`src/emd_pkg.sv`:
```
// constants, opcode map and result record for the instruction decoder
package emd_pkg;
  // opcode layout: class in the top five bits, mode in the low three
  localparam int OPC_CLS_LSB = 3;
  localparam logic [4:0] CL_ADD = 5'h00;
  localparam logic [4:0] CL_ADD_WITH_CARRY = 5'h01;
  localparam logic [4:0] CL_SUBTRACT_WITH_BORROW = 5'h02;
  localparam logic [4:0] CL_INC = 5'h03;
  localparam logic [4:0] CL_DEC = 5'h04;
  localparam logic [4:0] CL_INCDP = 5'h05;
  localparam logic [4:0] CL_MUL = 5'h06;
  localparam logic [4:0] CL_DIV = 5'h07;
  localparam logic [4:0] CL_UNARY = 5'h08;
  localparam logic [4:0] CL_AND = 5'h09;
  localparam logic [4:0] CL_OR = 5'h0A;
  localparam logic [4:0] CL_XOR = 5'h0B;
  localparam logic [4:0] CL_MOVA = 5'h0C;
  localparam logic [4:0] CL_MOVR = 5'h0D;
  localparam logic [4:0] CL_MOVD = 5'h0E;
  localparam logic [4:0] CL_MOVI = 5'h0F;
  localparam logic [4:0] CL_MOVDP = 5'h10;
  localparam logic [4:0] CL_CODE_MEMORY_READ = 5'h11;
  localparam logic [4:0] CL_EXTERNAL_DATA_TRANSFER = 5'h12;
  localparam logic [4:0] CL_STACK = 5'h13;
  localparam logic [4:0] CL_XCH = 5'h14;
  localparam logic [4:0] CL_LOW_DIGIT_EXCHANGE = 5'h15;
  localparam logic [4:0] CL_BITC = 5'h16;
  localparam logic [4:0] CL_BITD = 5'h17;
  localparam logic [4:0] CL_PJMP = 5'h18;
  localparam logic [4:0] CL_PCALL = 5'h19;
  localparam logic [4:0] CL_JMP = 5'h1A;
  localparam logic [4:0] CL_JCOND = 5'h1B;
  localparam logic [4:0] CL_COMPARE_BRANCH_UNEQUAL = 5'h1C;
  localparam logic [4:0] CL_DECREMENT_BRANCH_NONZERO = 5'h1D;
  // operand modes
  localparam logic [2:0] M_REG = 3'h0;
  localparam logic [2:0] M_DIR = 3'h1;
  localparam logic [2:0] M_IND = 3'h2;
  localparam logic [2:0] M_IMM = 3'h3;
  localparam logic [2:0] M_ACC = 3'h4;
  localparam logic [2:0] M_DIMM = 3'h5;
  localparam logic [2:0] M_DDIR = 3'h6;
  localparam logic [2:0] M_DACC = 3'h7;
  // accumulator unary modes
  localparam logic [2:0] U_CLR = 3'h0;
  localparam logic [2:0] U_CPL = 3'h1;
  localparam logic [2:0] U_RL = 3'h2;
  localparam logic [2:0] U_RLC = 3'h3;
  localparam logic [2:0] U_RR = 3'h4;
  localparam logic [2:0] U_RRC = 3'h5;
  localparam logic [2:0] U_SWAP = 3'h6;
  // boolean modes, carry class and direct bit class
  localparam logic [2:0] B_CLR = 3'h0;
  localparam logic [2:0] B_SET = 3'h1;
  localparam logic [2:0] B_CPL = 3'h2;
  localparam logic [2:0] B_AND = 3'h3;
  localparam logic [2:0] B_ANDN = 3'h4;
  localparam logic [2:0] B_OR = 3'h5;
  localparam logic [2:0] B_ORN = 3'h6;
  localparam logic [2:0] B_MOV = 3'h7;
  localparam logic [2:0] BD_CODE_MEMORY_READ = 3'h3;
  // jump class modes
  localparam logic [2:0] J_LONG_JUMP = 3'h2;
  localparam logic [2:0] J_LONG_CALL = 3'h3;
  localparam logic [2:0] J_SHORT_RELATIVE_JUMP = 3'h4;
  localparam logic [2:0] J_IND = 3'h5;
  localparam logic [2:0] J_RET = 3'h6;
  localparam logic [2:0] J_RETI = 3'h7;
  // conditional jump modes
  localparam logic [2:0] C_JZ = 3'h0;
  localparam logic [2:0] C_JNZ = 3'h1;
  localparam logic [2:0] C_JC = 3'h2;
  localparam logic [2:0] C_JNC = 3'h3;
  localparam logic [2:0] C_JB = 3'h4;
  localparam logic [2:0] C_JNB = 3'h5;
  localparam logic [2:0] C_JBC = 3'h6;
  // lengths and machine cycle counts
  localparam logic [1:0] LEN_1 = 2'h1;
  localparam logic [1:0] LEN_2 = 2'h2;
  localparam logic [1:0] LEN_3 = 2'h3;
  localparam logic [2:0] CYC_1 = 3'h1;
  localparam logic [2:0] CYC_2 = 3'h2;
  localparam logic [2:0] CYC_4 = 3'h4;
  // timing: one machine cycle expressed in mclk periods
  localparam int MCLK_PERIOD_NS = 100;
  localparam int MACH_CYCLE_NS = 100;
  localparam int CLK_PER_MCYC = (MACH_CYCLE_NS + MCLK_PERIOD_NS - 1) / MCLK_PERIOD_NS;
  // direct and bit address map
  localparam int DIR_SFR_BIT = 7;
  localparam logic [7:0] BIT_RAM_BASE = 8'h20;
  typedef enum logic [1:0] {T_REL = 2'b00, T_PAGE = 2'b01, T_LONG = 2'b10, T_IND = 2'b11} emd_tgt_t;
  typedef enum logic {ST_IDLE = 1'b0, ST_BUSY = 1'b1} emd_state_t;
  typedef struct packed {
    logic [1:0] len;
    logic [2:0] cyc;
    logic illegal;
    logic [7:0] acc;
    logic carry;
    logic [7:0] ri;
    logic [7:0] dec;
    logic taken;
    logic [15:0] target;
    logic [15:0] code_addr;
    logic [15:0] xaddr;
    logic xwide;
    logic [15:0] data_pointer;
    logic data_pointer_we;
    logic [7:0] dir_addr;
    logic dir_sfr;
    logic [7:0] bit_byte;
    logic [2:0] bit_idx;
    logic bit_wr;
    logic bit_wval;
  } emd_res_t;
endpackage

```
`src/emd_decode.sv`:
```
// instruction decoder with length, machine cycle timing and operand results
`timescale 1ns/1ps
// How it works
// - add forms: one or two bytes, one cycle
// - logical direct,immediate is three bytes, two cycles
// - rotates through carry form nine bit loop
// - nibble swap of accumulator, one byte, one cycle
// - register and direct moves take two cycles
// - direct-direct and immediate-direct moves: three bytes
// - data pointer load is three bytes, two cycles
// - code read at accumulator plus pointer or pc
// - external transfer uses 8 or 16 bit address
// - push and pop: two bytes, two cycles
// - low digit exchange swaps only low nibbles
// - carry and/or with bit: two bytes, two cycles
// - carry to bit two cycles, reverse one
// - bit set branch clears the tested bit
// - compare branches on inequality, three bytes
// - decrement branches when result is nonzero
// - indirect jump goes to accumulator plus pointer
// - relative offset is signed from next instruction
// - page target keeps upper five next-pc bits
// - long target is full sixteen bit address
// - direct address reaches ram and special registers
// - bit address reaches flag bits and special bits
module emd_decode import emd_pkg::*; (
  // clock and reset
  input wire logic mclk,
  input wire logic rst,
  // instruction issue
  input wire logic instr_valid,
  output logic instr_ready,
  input wire logic [7:0] opcode,
  input wire logic [7:0] byte2,
  input wire logic [7:0] byte3,
  input wire logic [15:0] instr_addr,
  // operand state
  input wire logic [7:0] acc,
  input wire logic carry,
  input wire logic bit_val,
  input wire logic [7:0] oper,
  input wire logic [7:0] ri_byte,
  input wire logic [15:0] data_pointer,
  // timing
  output logic busy,
  output logic done,
  // decode results
  output logic [1:0] len,
  output logic [2:0] cyc,
  output logic illegal,
  output logic [7:0] acc_res,
  output logic carry_res,
  output logic [7:0] ri_res,
  output logic [7:0] dec_res,
  output logic taken,
  output logic [15:0] target,
  output logic [15:0] code_addr,
  output logic [15:0] xaddr,
  output logic xwide,
  output logic [15:0] data_pointer_res,
  output logic data_pointer_we,
  output logic [7:0] dir_addr,
  output logic dir_sfr,
  output logic [7:0] bit_byte,
  output logic [2:0] bit_idx,
  output logic bit_wr,
  output logic bit_wval
);
  logic [4:0] cls;
  logic [2:0] mode;
  logic arith;
  logic accept;
  logic [1:0] len_d;
  logic [2:0] cyc_d;
  logic ill_d;
  logic taken_d;
  logic bwr_d;
  logic bval_d;
  logic dpwe_d;
  emd_tgt_t tkind;
  logic [7:0] rel_b;
  logic [15:0] next_pc;
  logic [15:0] tgt_w;
  logic [7:0] acc_w;
  logic [7:0] ri_w;
  logic carry_w;
  emd_res_t res_d;
  emd_res_t res_r;
  emd_res_t res_nxt;
  emd_state_t state_r;
  emd_state_t state_nxt;
  logic [3:0] cnt_r;
  logic [3:0] cnt_nxt;

  // opcode fields and issue handshake
  assign cls = opcode[7:OPC_CLS_LSB];
  assign mode = opcode[OPC_CLS_LSB-1:0];
  assign arith = (cls == CL_ADD) || (cls == CL_ADD_WITH_CARRY) || (cls == CL_SUBTRACT_WITH_BORROW);
  assign instr_ready = (state_r == ST_IDLE);
  assign accept = instr_valid && instr_ready;
  assign next_pc = instr_addr + {14'h0000, len_d};

  // length, cycle count and branch condition per class
  always_comb begin
    len_d = LEN_1;
    cyc_d = CYC_1;
    ill_d = 1'b0;
    taken_d = 1'b0;
    bwr_d = 1'b0;
    bval_d = 1'b0;
    dpwe_d = 1'b0;
    tkind = T_REL;
    rel_b = byte2;
    case (cls)
      CL_ADD, CL_ADD_WITH_CARRY, CL_SUBTRACT_WITH_BORROW, CL_AND, CL_OR, CL_XOR: begin
        case (mode)
          M_REG, M_IND: len_d = LEN_1;
          M_DIR, M_IMM: len_d = LEN_2;
          M_DACC: begin
            len_d = LEN_2;
            ill_d = arith;
          end
          M_DIMM: begin
            len_d = LEN_3;
            cyc_d = CYC_2;
            ill_d = arith;
          end
          default: ill_d = 1'b1;
        endcase
      end
      CL_INC, CL_DEC: begin
        if (mode == M_DIR) len_d = LEN_2;
        else if (mode != M_REG && mode != M_IND && mode != M_ACC) ill_d = 1'b1;
      end
      CL_INCDP: begin
        cyc_d = CYC_2;
        dpwe_d = 1'b1;
      end
      CL_MUL, CL_DIV: cyc_d = CYC_4;
      CL_UNARY, CL_LOW_DIGIT_EXCHANGE: len_d = LEN_1;
      CL_MOVA: begin
        if (mode == M_DIR || mode == M_IMM) len_d = LEN_2;
        else if (mode != M_REG && mode != M_IND) ill_d = 1'b1;
      end
      CL_MOVR: begin
        if (mode == M_DIR) begin
          len_d = LEN_2;
          cyc_d = CYC_2;
        end else if (mode == M_IMM) len_d = LEN_2;
        else if (mode != M_ACC) ill_d = 1'b1;
      end
      CL_MOVD: begin
        len_d = LEN_2;
        case (mode)
          M_DACC: cyc_d = CYC_1;
          M_REG, M_IND: cyc_d = CYC_2;
          M_DDIR, M_DIMM: begin
            len_d = LEN_3;
            cyc_d = CYC_2;
          end
          default: ill_d = 1'b1;
        endcase
      end
      CL_MOVI: begin
        if (mode == M_DIR) begin
          len_d = LEN_2;
          cyc_d = CYC_2;
        end else if (mode == M_IMM) len_d = LEN_2;
        else if (mode != M_ACC) ill_d = 1'b1;
      end
      CL_MOVDP: begin
        len_d = LEN_3;
        cyc_d = CYC_2;
        dpwe_d = 1'b1;
      end
      CL_CODE_MEMORY_READ, CL_EXTERNAL_DATA_TRANSFER: cyc_d = CYC_2;
      CL_STACK: begin
        len_d = LEN_2;
        cyc_d = CYC_2;
      end
      CL_XCH: begin
        if (mode == M_DIR) len_d = LEN_2;
        else if (mode != M_REG && mode != M_IND) ill_d = 1'b1;
      end
      CL_BITC: begin
        if (mode >= B_AND && mode <= B_ORN) begin
          len_d = LEN_2;
          cyc_d = CYC_2;
        end else if (mode == B_MOV) len_d = LEN_2;
      end
      CL_BITD: begin
        len_d = LEN_2;
        bwr_d = (mode <= BD_CODE_MEMORY_READ);
        ill_d = (mode > BD_CODE_MEMORY_READ);
        case (mode)
          B_SET: bval_d = 1'b1;
          B_CPL: bval_d = ~bit_val;
          BD_CODE_MEMORY_READ: begin
            cyc_d = CYC_2;
            bval_d = carry;
          end
          default: bval_d = 1'b0;
        endcase
      end
      CL_PJMP, CL_PCALL: begin
        len_d = LEN_2;
        cyc_d = CYC_2;
        tkind = T_PAGE;
        taken_d = 1'b1;
      end
      CL_JMP: begin
        cyc_d = CYC_2;
        taken_d = 1'b1;
        case (mode)
          J_LONG_JUMP, J_LONG_CALL: begin
            len_d = LEN_3;
            tkind = T_LONG;
          end
          J_SHORT_RELATIVE_JUMP: len_d = LEN_2;
          J_IND: tkind = T_IND;
          J_RET, J_RETI: taken_d = 1'b0;
          default: begin
            ill_d = 1'b1;
            taken_d = 1'b0;
            cyc_d = CYC_1;
          end
        endcase
      end
      CL_JCOND: begin
        cyc_d = CYC_2;
        len_d = (mode >= C_JB) ? LEN_3 : LEN_2;
        rel_b = (mode >= C_JB) ? byte3 : byte2;
        case (mode)
          C_JZ: taken_d = (acc == 8'h00);
          C_JNZ: taken_d = (acc != 8'h00);
          C_JC: taken_d = carry;
          C_JNC: taken_d = ~carry;
          C_JB: taken_d = bit_val;
          C_JNB: taken_d = ~bit_val;
          C_JBC: begin
            taken_d = bit_val;
            bwr_d = bit_val;
          end
          default: begin
            len_d = LEN_1;
            cyc_d = CYC_1;
            ill_d = 1'b1;
          end
        endcase
      end
      CL_COMPARE_BRANCH_UNEQUAL: begin
        len_d = LEN_3;
        cyc_d = CYC_2;
        rel_b = byte3;
        case (mode)
          M_DIR: taken_d = (acc != oper);
          M_IMM: taken_d = (acc != byte2);
          M_REG, M_IND: taken_d = (oper != byte2);
          default: ill_d = 1'b1;
        endcase
      end
      CL_DECREMENT_BRANCH_NONZERO: begin
        cyc_d = CYC_2;
        taken_d = (oper != 8'h01);
        len_d = (mode == M_DIR) ? LEN_3 : LEN_2;
        rel_b = (mode == M_DIR) ? byte3 : byte2;
        ill_d = (mode != M_DIR) && (mode != M_REG);
      end
      default: ill_d = 1'b1;
    endcase
  end

  emd_target u_target (
    .kind(tkind),
    .next_pc(next_pc),
    .rel(rel_b),
    .page_hi(mode),
    .hi_byte(byte2),
    .lo_byte((cls == CL_PJMP || cls == CL_PCALL) ? byte2 : byte3),
    .acc(acc),
    .data_pointer(data_pointer),
    .target(tgt_w)
  );

  emd_accop u_accop (
    .cls(cls),
    .mode(mode),
    .acc(acc),
    .ri_byte(ri_byte),
    .carry(carry),
    .bit_val(bit_val),
    .acc_res(acc_w),
    .ri_res(ri_w),
    .carry_res(carry_w)
  );

  // result record captured at issue
  always_comb begin
    res_d.len = len_d;
    res_d.cyc = cyc_d;
    res_d.illegal = ill_d;
    res_d.acc = acc_w;
    res_d.carry = carry_w;
    res_d.ri = ri_w;
    res_d.dec = oper - 8'h01;
    res_d.taken = taken_d;
    res_d.target = tgt_w;
    res_d.code_addr = {8'h00, acc} + (mode[0] ? next_pc : data_pointer);
    res_d.xaddr = mode[0] ? data_pointer : {8'h00, oper};
    res_d.xwide = mode[0];
    res_d.data_pointer = (cls == CL_MOVDP) ? {byte2, byte3} : data_pointer + 16'h0001;
    res_d.data_pointer_we = dpwe_d;
    res_d.dir_addr = byte2;
    res_d.dir_sfr = byte2[DIR_SFR_BIT];
    res_d.bit_byte = byte2[7] ? {byte2[7:3], 3'h0} : BIT_RAM_BASE + {4'h0, byte2[6:3]};
    res_d.bit_idx = byte2[2:0];
    res_d.bit_wr = bwr_d;
    res_d.bit_wval = bval_d;
  end

  // machine cycle sequencer: next state
  always_comb begin
    state_nxt = state_r;
    cnt_nxt = cnt_r;
    res_nxt = res_r;
    case (state_r)
      ST_IDLE: begin
        if (accept) begin
          res_nxt = res_d;
          cnt_nxt = 4'(int'(cyc_d) * CLK_PER_MCYC);
          state_nxt = ST_BUSY;
        end
      end
      ST_BUSY: begin
        cnt_nxt = cnt_r - 4'h1;
        if (cnt_r == 4'h1) state_nxt = ST_IDLE;
      end
      default: state_nxt = ST_IDLE;
    endcase
  end

  // machine cycle sequencer: registers
  always_ff @(posedge mclk or posedge rst) begin
    if (rst) begin
      state_r <= ST_IDLE;
      cnt_r <= 4'h0;
      res_r <= '0;
    end else begin
      state_r <= state_nxt;
      cnt_r <= cnt_nxt;
      res_r <= res_nxt;
    end
  end

  // busy and done from the sequencer, other outputs straight from the result record
  assign busy = (state_r == ST_BUSY);
  assign done = busy && (cnt_r == 4'h1);
  assign len = res_r.len;
  assign cyc = res_r.cyc;
  assign illegal = res_r.illegal;
  assign acc_res = res_r.acc;
  assign carry_res = res_r.carry;
  assign ri_res = res_r.ri;
  assign dec_res = res_r.dec;
  assign taken = res_r.taken;
  assign target = res_r.target;
  assign code_addr = res_r.code_addr;
  assign xaddr = res_r.xaddr;
  assign xwide = res_r.xwide;
  assign data_pointer_res = res_r.data_pointer;
  assign data_pointer_we = res_r.data_pointer_we;
  assign dir_addr = res_r.dir_addr;
  assign dir_sfr = res_r.dir_sfr;
  assign bit_byte = res_r.bit_byte;
  assign bit_idx = res_r.bit_idx;
  assign bit_wr = res_r.bit_wr;
  assign bit_wval = res_r.bit_wval;

  // checks on timing and results
  a_arith_len: assert property (@(posedge mclk) disable iff (rst)
    accept && arith && mode == M_DIR |=> len == 2'h2 && cyc == 3'h1 && done)
    else $error("arith direct length or timing wrong");
  a_logic_imm: assert property (@(posedge mclk) disable iff (rst)
    accept && cls == CL_XOR && mode == M_DIMM |=> len == 2'h3 && !done ##1 done)
    else $error("logical direct immediate timing wrong");
  a_rlc_loop: assert property (@(posedge mclk) disable iff (rst)
    accept && cls == CL_UNARY && mode == U_RLC
    |=> acc_res == {$past(acc[6:0]), $past(carry)} && carry_res == $past(acc[7]))
    else $error("rotate left through carry wrong");
  a_swap_nib: assert property (@(posedge mclk) disable iff (rst)
    accept && cls == CL_UNARY && mode == U_SWAP |=> acc_res == {$past(acc[3:0]), $past(acc[7:4])})
    else $error("nibble swap wrong");
  a_low_digit_exchange_low: assert property (@(posedge mclk) disable iff (rst)
    accept && cls == CL_LOW_DIGIT_EXCHANGE
    |=> ri_res == {$past(ri_byte[7:4]), $past(acc[3:0])} && acc_res[7:4] == $past(acc[7:4]))
    else $error("low digit exchange wrong");
  a_mul_four: assert property (@(posedge mclk) disable iff (rst)
    accept && cls == CL_MUL |=> !done [*3] ##1 done ##1 instr_ready)
    else $error("multiply not four cycles");
  a_jbc_clear: assert property (@(posedge mclk) disable iff (rst)
    accept && cls == CL_JCOND && mode == C_JBC && bit_val |=> taken && bit_wr && !bit_wval)
    else $error("branch on bit did not clear bit");
  a_rel_tgt: assert property (@(posedge mclk) disable iff (rst)
    accept && cls == CL_JMP && mode == J_SHORT_RELATIVE_JUMP
    |=> target == $past(instr_addr) + 16'h0002 + {{8{$past(byte2[7])}}, $past(byte2)})
    else $error("relative target wrong");
  a_page_tgt: assert property (@(posedge mclk) disable iff (rst)
    accept && cls == CL_PJMP
    |=> target[15:11] == 5'(($past(instr_addr) + 16'h0002) >> 11)
    && target[10:8] == $past(mode) && target[7:0] == $past(byte2))
    else $error("page target left its page");
  a_decrement_branch_nonzero_take: assert property (@(posedge mclk) disable iff (rst)
    accept && cls == CL_DECREMENT_BRANCH_NONZERO && mode == M_DIR
    |=> len == 2'h3 && taken == ($past(oper) != 8'h01) ##1 done)
    else $error("decrement branch wrong");

  c_mul: cover property (@(posedge mclk) disable iff (rst) accept && cls == CL_MUL ##4 done);
  c_jbc: cover property (@(posedge mclk) disable iff (rst) accept && cls == CL_JCOND && bit_val);
  c_b2b: cover property (@(posedge mclk) disable iff (rst) done ##1 accept);
  c_compare_branch_unequal: cover property (@(posedge mclk) disable iff (rst) accept && cls == CL_COMPARE_BRANCH_UNEQUAL ##1 taken);
endmodule

```
`src/emd_accop.sv`:
```
// accumulator, low digit exchange and carry boolean unit
`timescale 1ns/1ps
module emd_accop import emd_pkg::*; (
  // operation select
  input wire logic [4:0] cls,
  input wire logic [2:0] mode,
  // operands
  input wire logic [7:0] acc,
  input wire logic [7:0] ri_byte,
  input wire logic carry,
  input wire logic bit_val,
  // results
  output logic [7:0] acc_res,
  output logic [7:0] ri_res,
  output logic carry_res
);
  // result selection, operands pass through unless the class changes them
  always_comb begin
    acc_res = acc;
    ri_res = ri_byte;
    carry_res = carry;
    case (cls)
      CL_UNARY: begin
        case (mode)
          U_CLR: acc_res = 8'h00;
          U_CPL: acc_res = ~acc;
          U_RL: acc_res = {acc[6:0], acc[7]};
          U_RLC: begin
            acc_res = {acc[6:0], carry};
            carry_res = acc[7];
          end
          U_RR: acc_res = {acc[0], acc[7:1]};
          U_RRC: begin
            acc_res = {carry, acc[7:1]};
            carry_res = acc[0];
          end
          U_SWAP: acc_res = {acc[3:0], acc[7:4]};
          default: acc_res = acc;
        endcase
      end
      CL_LOW_DIGIT_EXCHANGE: begin
        acc_res = {acc[7:4], ri_byte[3:0]};
        ri_res = {ri_byte[7:4], acc[3:0]};
      end
      CL_BITC: begin
        case (mode)
          B_CLR: carry_res = 1'b0;
          B_SET: carry_res = 1'b1;
          B_CPL: carry_res = ~carry;
          B_AND: carry_res = carry & bit_val;
          B_ANDN: carry_res = carry & ~bit_val;
          B_OR: carry_res = carry | bit_val;
          B_ORN: carry_res = carry | ~bit_val;
          default: carry_res = bit_val;
        endcase
      end
      default: carry_res = carry;
    endcase
  end
endmodule

```
`src/emd_target.sv`:
```
// branch destination former for relative, page, long and indirect jumps
`timescale 1ns/1ps
module emd_target import emd_pkg::*; (
  // selection
  input wire emd_tgt_t kind,
  // address sources
  input wire logic [15:0] next_pc,
  input wire logic [7:0] rel,
  input wire logic [2:0] page_hi,
  input wire logic [7:0] hi_byte,
  input wire logic [7:0] lo_byte,
  input wire logic [7:0] acc,
  input wire logic [15:0] data_pointer,
  // destination
  output logic [15:0] target
);
  // one path per addressing kind, adders for relative and indirect only
  always_comb begin
    case (kind)
      T_REL: target = next_pc + {{8{rel[7]}}, rel};
      T_PAGE: target = {next_pc[15:11], page_hi, lo_byte};
      T_LONG: target = {hi_byte, lo_byte};
      T_IND: target = {8'h00, acc} + data_pointer;
      default: target = next_pc;
    endcase
  end
endmodule

```
`config.mk`:
```
export PLATFORM = sky130hd
export DESIGN_NAME = emd_decode
export DESIGN_NICKNAME = d
export VERILOG_FILES = /design/src/emd_pkg.sv /design/src/emd_decode.sv /design/src/emd_accop.sv /design/src/emd_target.sv
export SDC_FILE = /design/constraint.sdc
export NUM_CORES = 1
export LEC_CHECK = 0
export ABC_AREA = 1
export BUFFER_PORTS_ARGS = -buffer_cell sky130_fd_sc_hd__clkbuf_2
export CAP_MARGIN = 10
export CELL_PAD_IN_SITES_DETAIL_PLACEMENT = 0
export CELL_PAD_IN_SITES_GLOBAL_PLACEMENT = 1
export CORE_UTILIZATION = 39
export DETAILED_ROUTE_END_ITERATION = 12
export GPL_TIMING_DRIVEN = 0
export MAX_ROUTING_LAYER = met4
export PLACE_DENSITY = 0.86
export SYNTH_ARGS = -nofsm -noshare
export SYNTH_HDL_FRONTEND = slang
export SYNTH_SLANG_ARGS = --single-unit
```
`constraint.sdc`:
```
create_clock -name mclk -period 4 [get_ports mclk]
set_input_delay 0.2 -clock mclk [delete_from_list [all_inputs] [get_ports mclk]]
set_output_delay 0.2 -clock mclk [all_outputs]
set_load 0.05 [all_outputs]
```
==> flow_summary.json, run 1 <==
{
  "tightestPinTransition_ns": 1.09,
  "grt_first_pass_wirelength_um": 61700,
  "report.final.hold_viol_count": 0,
  "async_reset_ff_frac": 1.00,
  "fin_crit_ns": 3.84,
  "ctsHtreeMaxLevel": 4,
  "cts_tree": "built",
  "min-delay-path-class": "input port to flop",
  "number_of_standard_cells_after_synthesis": 1452,
  "largest_driver_fanout_on_the_critical_path": 10,
  "timing.critical_path.slowest_cell_delay_ns": 0.41,
  "critical-path-slowest-cell": "sky130_fd_sc_hd__fa_2",
  "syn_nets": 1580,
  "maximum_number_of_pins_on_one_net_before_global_route_repair": 76,
  "fmax_ghz": 0.260,
  "clkSlewWorstSetupHoldPaths_ns": 0.06,
  "dr.max_layer_used": "met4",
  "sequential_share_of_the_synthesized_area": 0.315,
  "core-area_mm2": 0.0238,
  "antenna-diode-count": 0,
  "portBuffers": 205,
  "run_status": "finished, final reports clean",
  "layout.cell_area.non_filler_mm2": 0.0124,
  "crit_required_ns": 4.32,
  "clock_sink_count": 120,
  "chipHeight_um": 158,
  "setup.worst_path.start": "opcode[1]",
  "first_pass_iters": 5,
  "layout_common_cells": "sky130_fd_sc_hd__nand2_1 (403), sky130_fd_sc_hd__clkbuf_2 (200), sky130_fd_sc_hd__inv_1 (146)",
  "cts_made_buffers": 17,
  "ys_seq_elements": 120,
  "worst_skew_pair.late_latency_ns": 0.44,
  "hold_path_startpoint": "instr_valid",
  "totalWireLength_um": 42200,
  "detailroute.wirelength.met3_um": 3530,
  "number_of_endpoints_failing_setup_at_the_final_stage": 0,
  "start_util": 0.402,
  "share_of_the_clock_period_used_by_the_worst_path_after_layout": 0.960,
  "relSlewSlack": 0.270,
  "synth_ff_type": "sky130_fd_sc_hd__dfrtp_1",
  "max-vdd-ir-drop_v": 0.000468,
  "clk_path_buf_depth": 2,
  "power.static_leakage_nw": 6.40,
  "layout-drive-gt1-share": 0.233,
  "chipWidth_um": 158,
  "finalNetCount": 1844,
  "all_layer_global_routing_usage": 0.346,
  "power.density_cell_area_mw_per_mm2": 692,
  "design.die.area_mm2": 0.0251,
  "critical_path_class": "input port to flop",
  "cp_common_cell": "sky130_fd_sc_hd__nand2_1",
  "route.met2.wl_um": 18500,
  "ratio_of_routed_vias_to_standard_cells": 5.56,
  "detailed_place_hpwl_um": 32300,
  "post-layout-total-power_mw": 8.61,
  "route.layer.met1.wl_um": 18900,
  "largest_delay_share_family_worst_path": "simple AND/OR/NAND/NOR gates",
  "drt-initial-drc-count": 1063,
  "number_of_max_cap_violations": 0,
  "postSynthAreaPerCell_um2": 6.58,
  "area_growth_syn_to_layout_pct": 30.3,
  "postRouteAntennaNets": 0,
  "layout.cells.most_common": "sky130_fd_sc_hd__nand2_1",
  "number_of_enable_type_register_cells_in_the_synthesized_netlist": 0,
  "critical_path.n_buffers_inverters": 5,
  "design.portCount": 208,
  "drcViolationCount": 0,
  "dr_total_vias": 11400,
  "wl_per_cell_um": 20.6,
  "dpl-instance-area_mm2": 0.0110,
  "synth_warn": 0,
  "synth_area_mm2": 0.00955,
  "grt.overflow.total": 0,
  "synth.lib_cells_used.distinct": 53,
  "finalClockSkew_ns": 0.00809,
  "worstSetupEndpointType": "flop",
  "grt_antenna_before_repair": 0,
  "fin_util": 0.524,
  "timing.final.max_slew_violations": 0,
  "worst_r2r_startpoint": "busy",
  "timing.critical_path.arrival_ns": 4.16,
  "first_global_vias": 10200,
  "gp_routability_congestion": 0.960,
  "std_cell_rows": 56,
  "critPathLaunchType": "input port",
  "clockRootBuffer": "sky130_fd_sc_hd__clkbuf_16"
}
-- where the power goes --
group / total [mW] / internal [mW] / switching, mW
clock network: 1.65 / 0.953 / 0.699
logic: 4.75 / 1.11 / 3.65
registers: 2.20 / 1.81 / 0.399
-- routing by layer --
layer | global-route usage | up-vias
met1 | 0.482 | 5426
met5 | - | -
met2 | 0.516 | 560
met4 | 0.115 | 0
met3 | 0.0463 | 70
li1 | - | 5328
-- through the flow --
| stage | worst slack [ns] | setup TNS, ns | hold WS (ns) | instances |
|---|---|---|---|---|
| final | 0.159 | 0 | 0.0595 | 2048 |
| after global routing | -0.0850 | -0.205 | 0.0841 | 2048 |
| after CTS | 0.00123 | 0 | 0.0513 | 2021 |
| after detailed placement | -1.11 | -18.73 | 0.257 | 1977 |
| after global placement | -1.15 | -136.53 | 0.396 | 1976 |
| after floorplan | 0.219 | 0 | 0.307 | 1452 |
-- cell type report --
type | count | area (um2)
sequential | 120 | 3000
clock inverter | 14 | 166
timing repair buffer | 245 | 1380
inverter | 168 | 654
tap | 319 | 399
buffer | 51 | 315
fill | 2445 | 11300
multi-input combinational | 1113 | 6080
clock buffer | 18 | 439
-- synthesized netlist by cell type, drive strengths merged, types with 11 or more instances --
master / n / share of area
nand3: 94 / 0.051
xor2: 23 / 0.021
nand4: 16 / 0.010
nand2: 423 / 0.17
clkbuf: 26 / 0.010
o21ai: 140 / 0.074
nor3: 19 / 0.012
a31oi: 11 / 0.0072
buf: 25 / 0.016
o211ai: 14 / 0.011
inv: 168 / 0.066
dfrtp: 120 / 0.31
nor2: 148 / 0.062
ha: 39 / 0.051
a21oi: 94 / 0.049
o22ai: 21 / 0.014
-- worst paths after layout --
check	to	slack, ns	depth (start not counted)
min in group asynchronous	xwide	0.35	3
max in group asynchronous	bit_wr	2.91	4
hold reg to reg	code_addr[15]	0.48	2
setup reg to reg	data_pointer_res[4]	1.55	5
hold / removal	busy	0.06	3
setup / recovery	code_addr[15]	0.16	29
-- kinds of logic (layout without fill, tap and decap cells) --
kind of cell,Yosys count,in the layout,share of synthesized area
adders and majority gates,43,43,0.0595
buffers and inverters,219,496,0.0926
and+or+nand+nor,723,723,0.320
DFF,120,120,0.315
AOI/OAI and AO/OA,316,316,0.185
xor gates and xnor gates,31,31,0.0284
-- tightest hold or removal path, delay by kind of cell --
| kind | cells | cell delay [ns] |
|---|---|---|
| simple gates | 2 | 0.16 |
| buf+inv | 1 | 0.09 |
-- flip-flops by register name, summed over array words and instances (netlist names) --
| name | cells |
|---|---|
| data_pointer_we | 1 |
| illegal | 1 |
| target | 16 |
| dir_addr | 8 |
| dec_res | 8 |
| cnt_r | 4 |
| xaddr | 16 |
| cyc | 3 |
| busy | 1 |
| data_pointer_res | 16 |
| len | 2 |
| bit_wr | 1 |
| xwide | 1 |
| ri_res | 8 |
| code_addr | 16 |
| acc_res | 8 |
| bit_wval | 1 |
| taken | 1 |
| bit_byte | 7 |
| carry_res | 1 |
-- timing repair --
action / 4_1_cts / 5_1_grt
endpoints found under the hold margin: 49 / 0
endpoints found under the setup margin: 22 / 16
gates resized for setup: 43 / 103
buffers inserted: 7 / 27
hold buffers: 5 / 0
pin swaps: 5 / 35
No activity file was read; power rests on OpenSTA's default activity.
==> run 2: changes to the inputs <==
Clock period 4 ns to 4.1 ns, I/O delays scaled along.
==> run 2 against run 1 <==
Critical path depth is 2 lower. Register-to-register slack better by 0.11 ns. Clock skew is essentially flat. Sequential share of layout area up 0.42 points. Largest cell class unchanged. Utilization is 0.90 points lower.
==> flow_summary.json, run 2 (synthesis gave the netlist of run 1 again) <==
{
  "max-vdd-ir-drop_v": 0.000457,
  "clock_sink_count": 120,
  "start_util": 0.402,
  "crit_required_ns": 4.42,
  "worst_skew_pair.late_latency_ns": 0.44,
  "timing.critical_path.arrival_ns": 4.24,
  "fmax_ghz": 0.255,
  "layout_common_cells": "sky130_fd_sc_hd__nand2_1 (407), sky130_fd_sc_hd__clkbuf_2 (201), sky130_fd_sc_hd__inv_1 (147)",
  "worstSetupEndpointType": "flop",
  "number_of_endpoints_failing_setup_at_the_final_stage": 0,
  "largest_driver_fanout_on_the_critical_path": 10,
  "layout-drive-gt1-share": 0.219,
  "design.die.area_mm2": 0.0251,
  "drcViolationCount": 0,
  "rsz0062_at_grt": "yes",
  "first_pass_iters": 5,
  "gp_routability_congestion": 0.960,
  "totalWireLength_um": 41900,
  "postRouteAntennaNets": 0,
  "critical_path_class": "input port to flop",
  "area_growth_syn_to_layout_pct": 28.0,
  "tightestPinTransition_ns": 1.09,
  "number_of_max_cap_violations": 0,
  "critPathLaunchType": "input port",
  "chipHeight_um": 158,
  "antenna-diode-count": 0,
  "power.density_cell_area_mw_per_mm2": 684,
  "portBuffers": 205,
  "share_of_the_clock_period_used_by_the_worst_path_after_layout": 0.957,
  "relSlewSlack": 0.273,
  "detailed_place_hpwl_um": 32300,
  "grt_first_pass_wirelength_um": 61500,
  "ratio_of_routed_vias_to_standard_cells": 5.55,
  "layout.filler_cells": 2456,
  "report.final.hold_viol_count": 0,
  "core-area_mm2": 0.0238,
  "dr_total_vias": 11300,
  "cts_tree": "built",
  "power.static_leakage_nw": 6.35,
  "all_layer_global_routing_usage": 0.346,
  "layout.cells.most_common": "sky130_fd_sc_hd__nand2_1",
  "std_cell_rows": 56,
  "chipWidth_um": 158,
  "finish.cell_count_without_fillers": 2037,
  "clockRootBuffer": "sky130_fd_sc_hd__clkbuf_16",
  "cts_made_buffers": 17,
  "run_status": "finished, final reports clean",
  "wl_per_cell_um": 20.5,
  "ctsHtreeMaxLevel": 4,
  "first_global_vias": 10100,
  "design.portCount": 208,
  "place.detailed.instances": 1977,
  "timing.final.max_slew_violations": 0,
  "drt-initial-drc-count": 1065,
  "clkSlewWorstSetupHoldPaths_ns": 0.07,
  "finalClockSkew_ns": 0.00771,
  "setup_slack_ns": 0.175,
  "min-delay-path-class": "input port to flop",
  "fin_crit_ns": 3.92,
  "grt_antenna_before_repair": 0,
  "clk_path_buf_depth": 2,
  "grt.overflow.total": 0,
  "finalNetCount": 1833,
  "place_ws_ns": -1.01,
  "maximum_number_of_pins_on_one_net_before_global_route_repair": 76
}
[run 2: final cells by class]
type / count / area [um2] / share of cell area
clock inverter: 14 / 166 / 0.0136
inverter: 168 / 647 / 0.0529
timing repair buffer: 234 / 1280 / 0.105
tap: 319 / 399 / 0.0327
multi-input combinational: 1113 / 5990 / 0.490
clock buffer: 18 / 439 / 0.0359
sequential: 120 / 3000 / 0.246
buffer: 51 / 303 / 0.0248
[run 2: final timing paths]
check	from	endpoint	slack (ns)	cells past startpoint
max	opcode[3]	code_addr[15]	0.18	27
max reg2reg	busy	data_pointer_res[4]	1.66	5
max in group asynchronous	rst	illegal	3.00	4
min in group asynchronous	rst	xwide	0.35	3
min	instr_valid	busy	0.06	3
min reg2reg	bit_wr	bit_wr	0.48	2
[run 2: layer usage]
metal,GRT usage,vias to the layer above,part of all wire
li1,-,5307,-
met5,-,-,0
met4,0.120,0,0.030
met1,0.481,5360,0.45
met2,0.511,565,0.44
met3,0.0479,68,0.080
[run 2: power breakdown]
| group | total, mW | switching, mW | internal, mW |
|---|---|---|---|
| registers | 2.15 | 0.389 | 1.76 |
| logic | 4.60 | 3.55 | 1.06 |
| clock network | 1.61 | 0.683 | 0.929 |
[run 2: critical path, stage by stage]
cell and delay, ns:
sky130_fd_sc_hd__clkbuf_2 0.19, sky130_fd_sc_hd__nor2_2 0.10, sky130_fd_sc_hd__inv_2 0.13, sky130_fd_sc_hd__nor2_2 0.09
sky130_fd_sc_hd__buf_6 0.16, sky130_fd_sc_hd__nor4_4 0.32, sky130_fd_sc_hd__nand3_2 0.19, sky130_fd_sc_hd__ha_4 0.21
sky130_fd_sc_hd__fa_2 0.36, sky130_fd_sc_hd__buf_4 0.16, sky130_fd_sc_hd__xor2_2 0.22, sky130_fd_sc_hd__nand2_1 0.09
sky130_fd_sc_hd__o21ai_0 0.14, sky130_fd_sc_hd__ha_1 0.37, sky130_fd_sc_hd__nand3_1 0.12, sky130_fd_sc_hd__nand3_2 0.11
sky130_fd_sc_hd__nand2_1 0.10, sky130_fd_sc_hd__nand2_2 0.08, sky130_fd_sc_hd__nand2_1 0.06, sky130_fd_sc_hd__nand2_1 0.06
sky130_fd_sc_hd__nand2_1 0.10, sky130_fd_sc_hd__nor2_2 0.14, sky130_fd_sc_hd__nand3_1 0.10, sky130_fd_sc_hd__nor2_1 0.15
sky130_fd_sc_hd__nand3_1 0.10, sky130_fd_sc_hd__nand3_2 0.09, sky130_fd_sc_hd__nand2_1 0.07
[run 2: what timing repair did]
| action | CTS | global route |
|---|---|---|
| endpoints found under the hold margin | 49 | 0 |
| pin swaps | 5 | 19 |
| hold buffers | 5 | 0 |
| setup buffers | 7 | 16 |
| resized for setup | 28 | 87 |
| setup endpoints to repair | 21 | 16 |
[run 2: stage by stage]
| step | setup TNS, ns | utilization | power [mW] | cell area (um2) | hold WS, ns |
|---|---|---|---|---|---|
| final | 0 | 0.515 | 8.37 | 12200 | 0.0643 |
| after global routing | -0.252 | 0.515 | 8.77 | 12200 | 0.0891 |
| after CTS | 0 | 0.499 | 8.29 | 11800 | 0.0563 |
| after detailed placement | -16.07 | 0.463 | 6.65 | 11000 | 0.262 |
| after global placement | -122.39 | 0.462 | 6.61 | 11000 | 0.401 |
| after floorplan | 0 | - | 5.37 | 9550 | 0.312 |
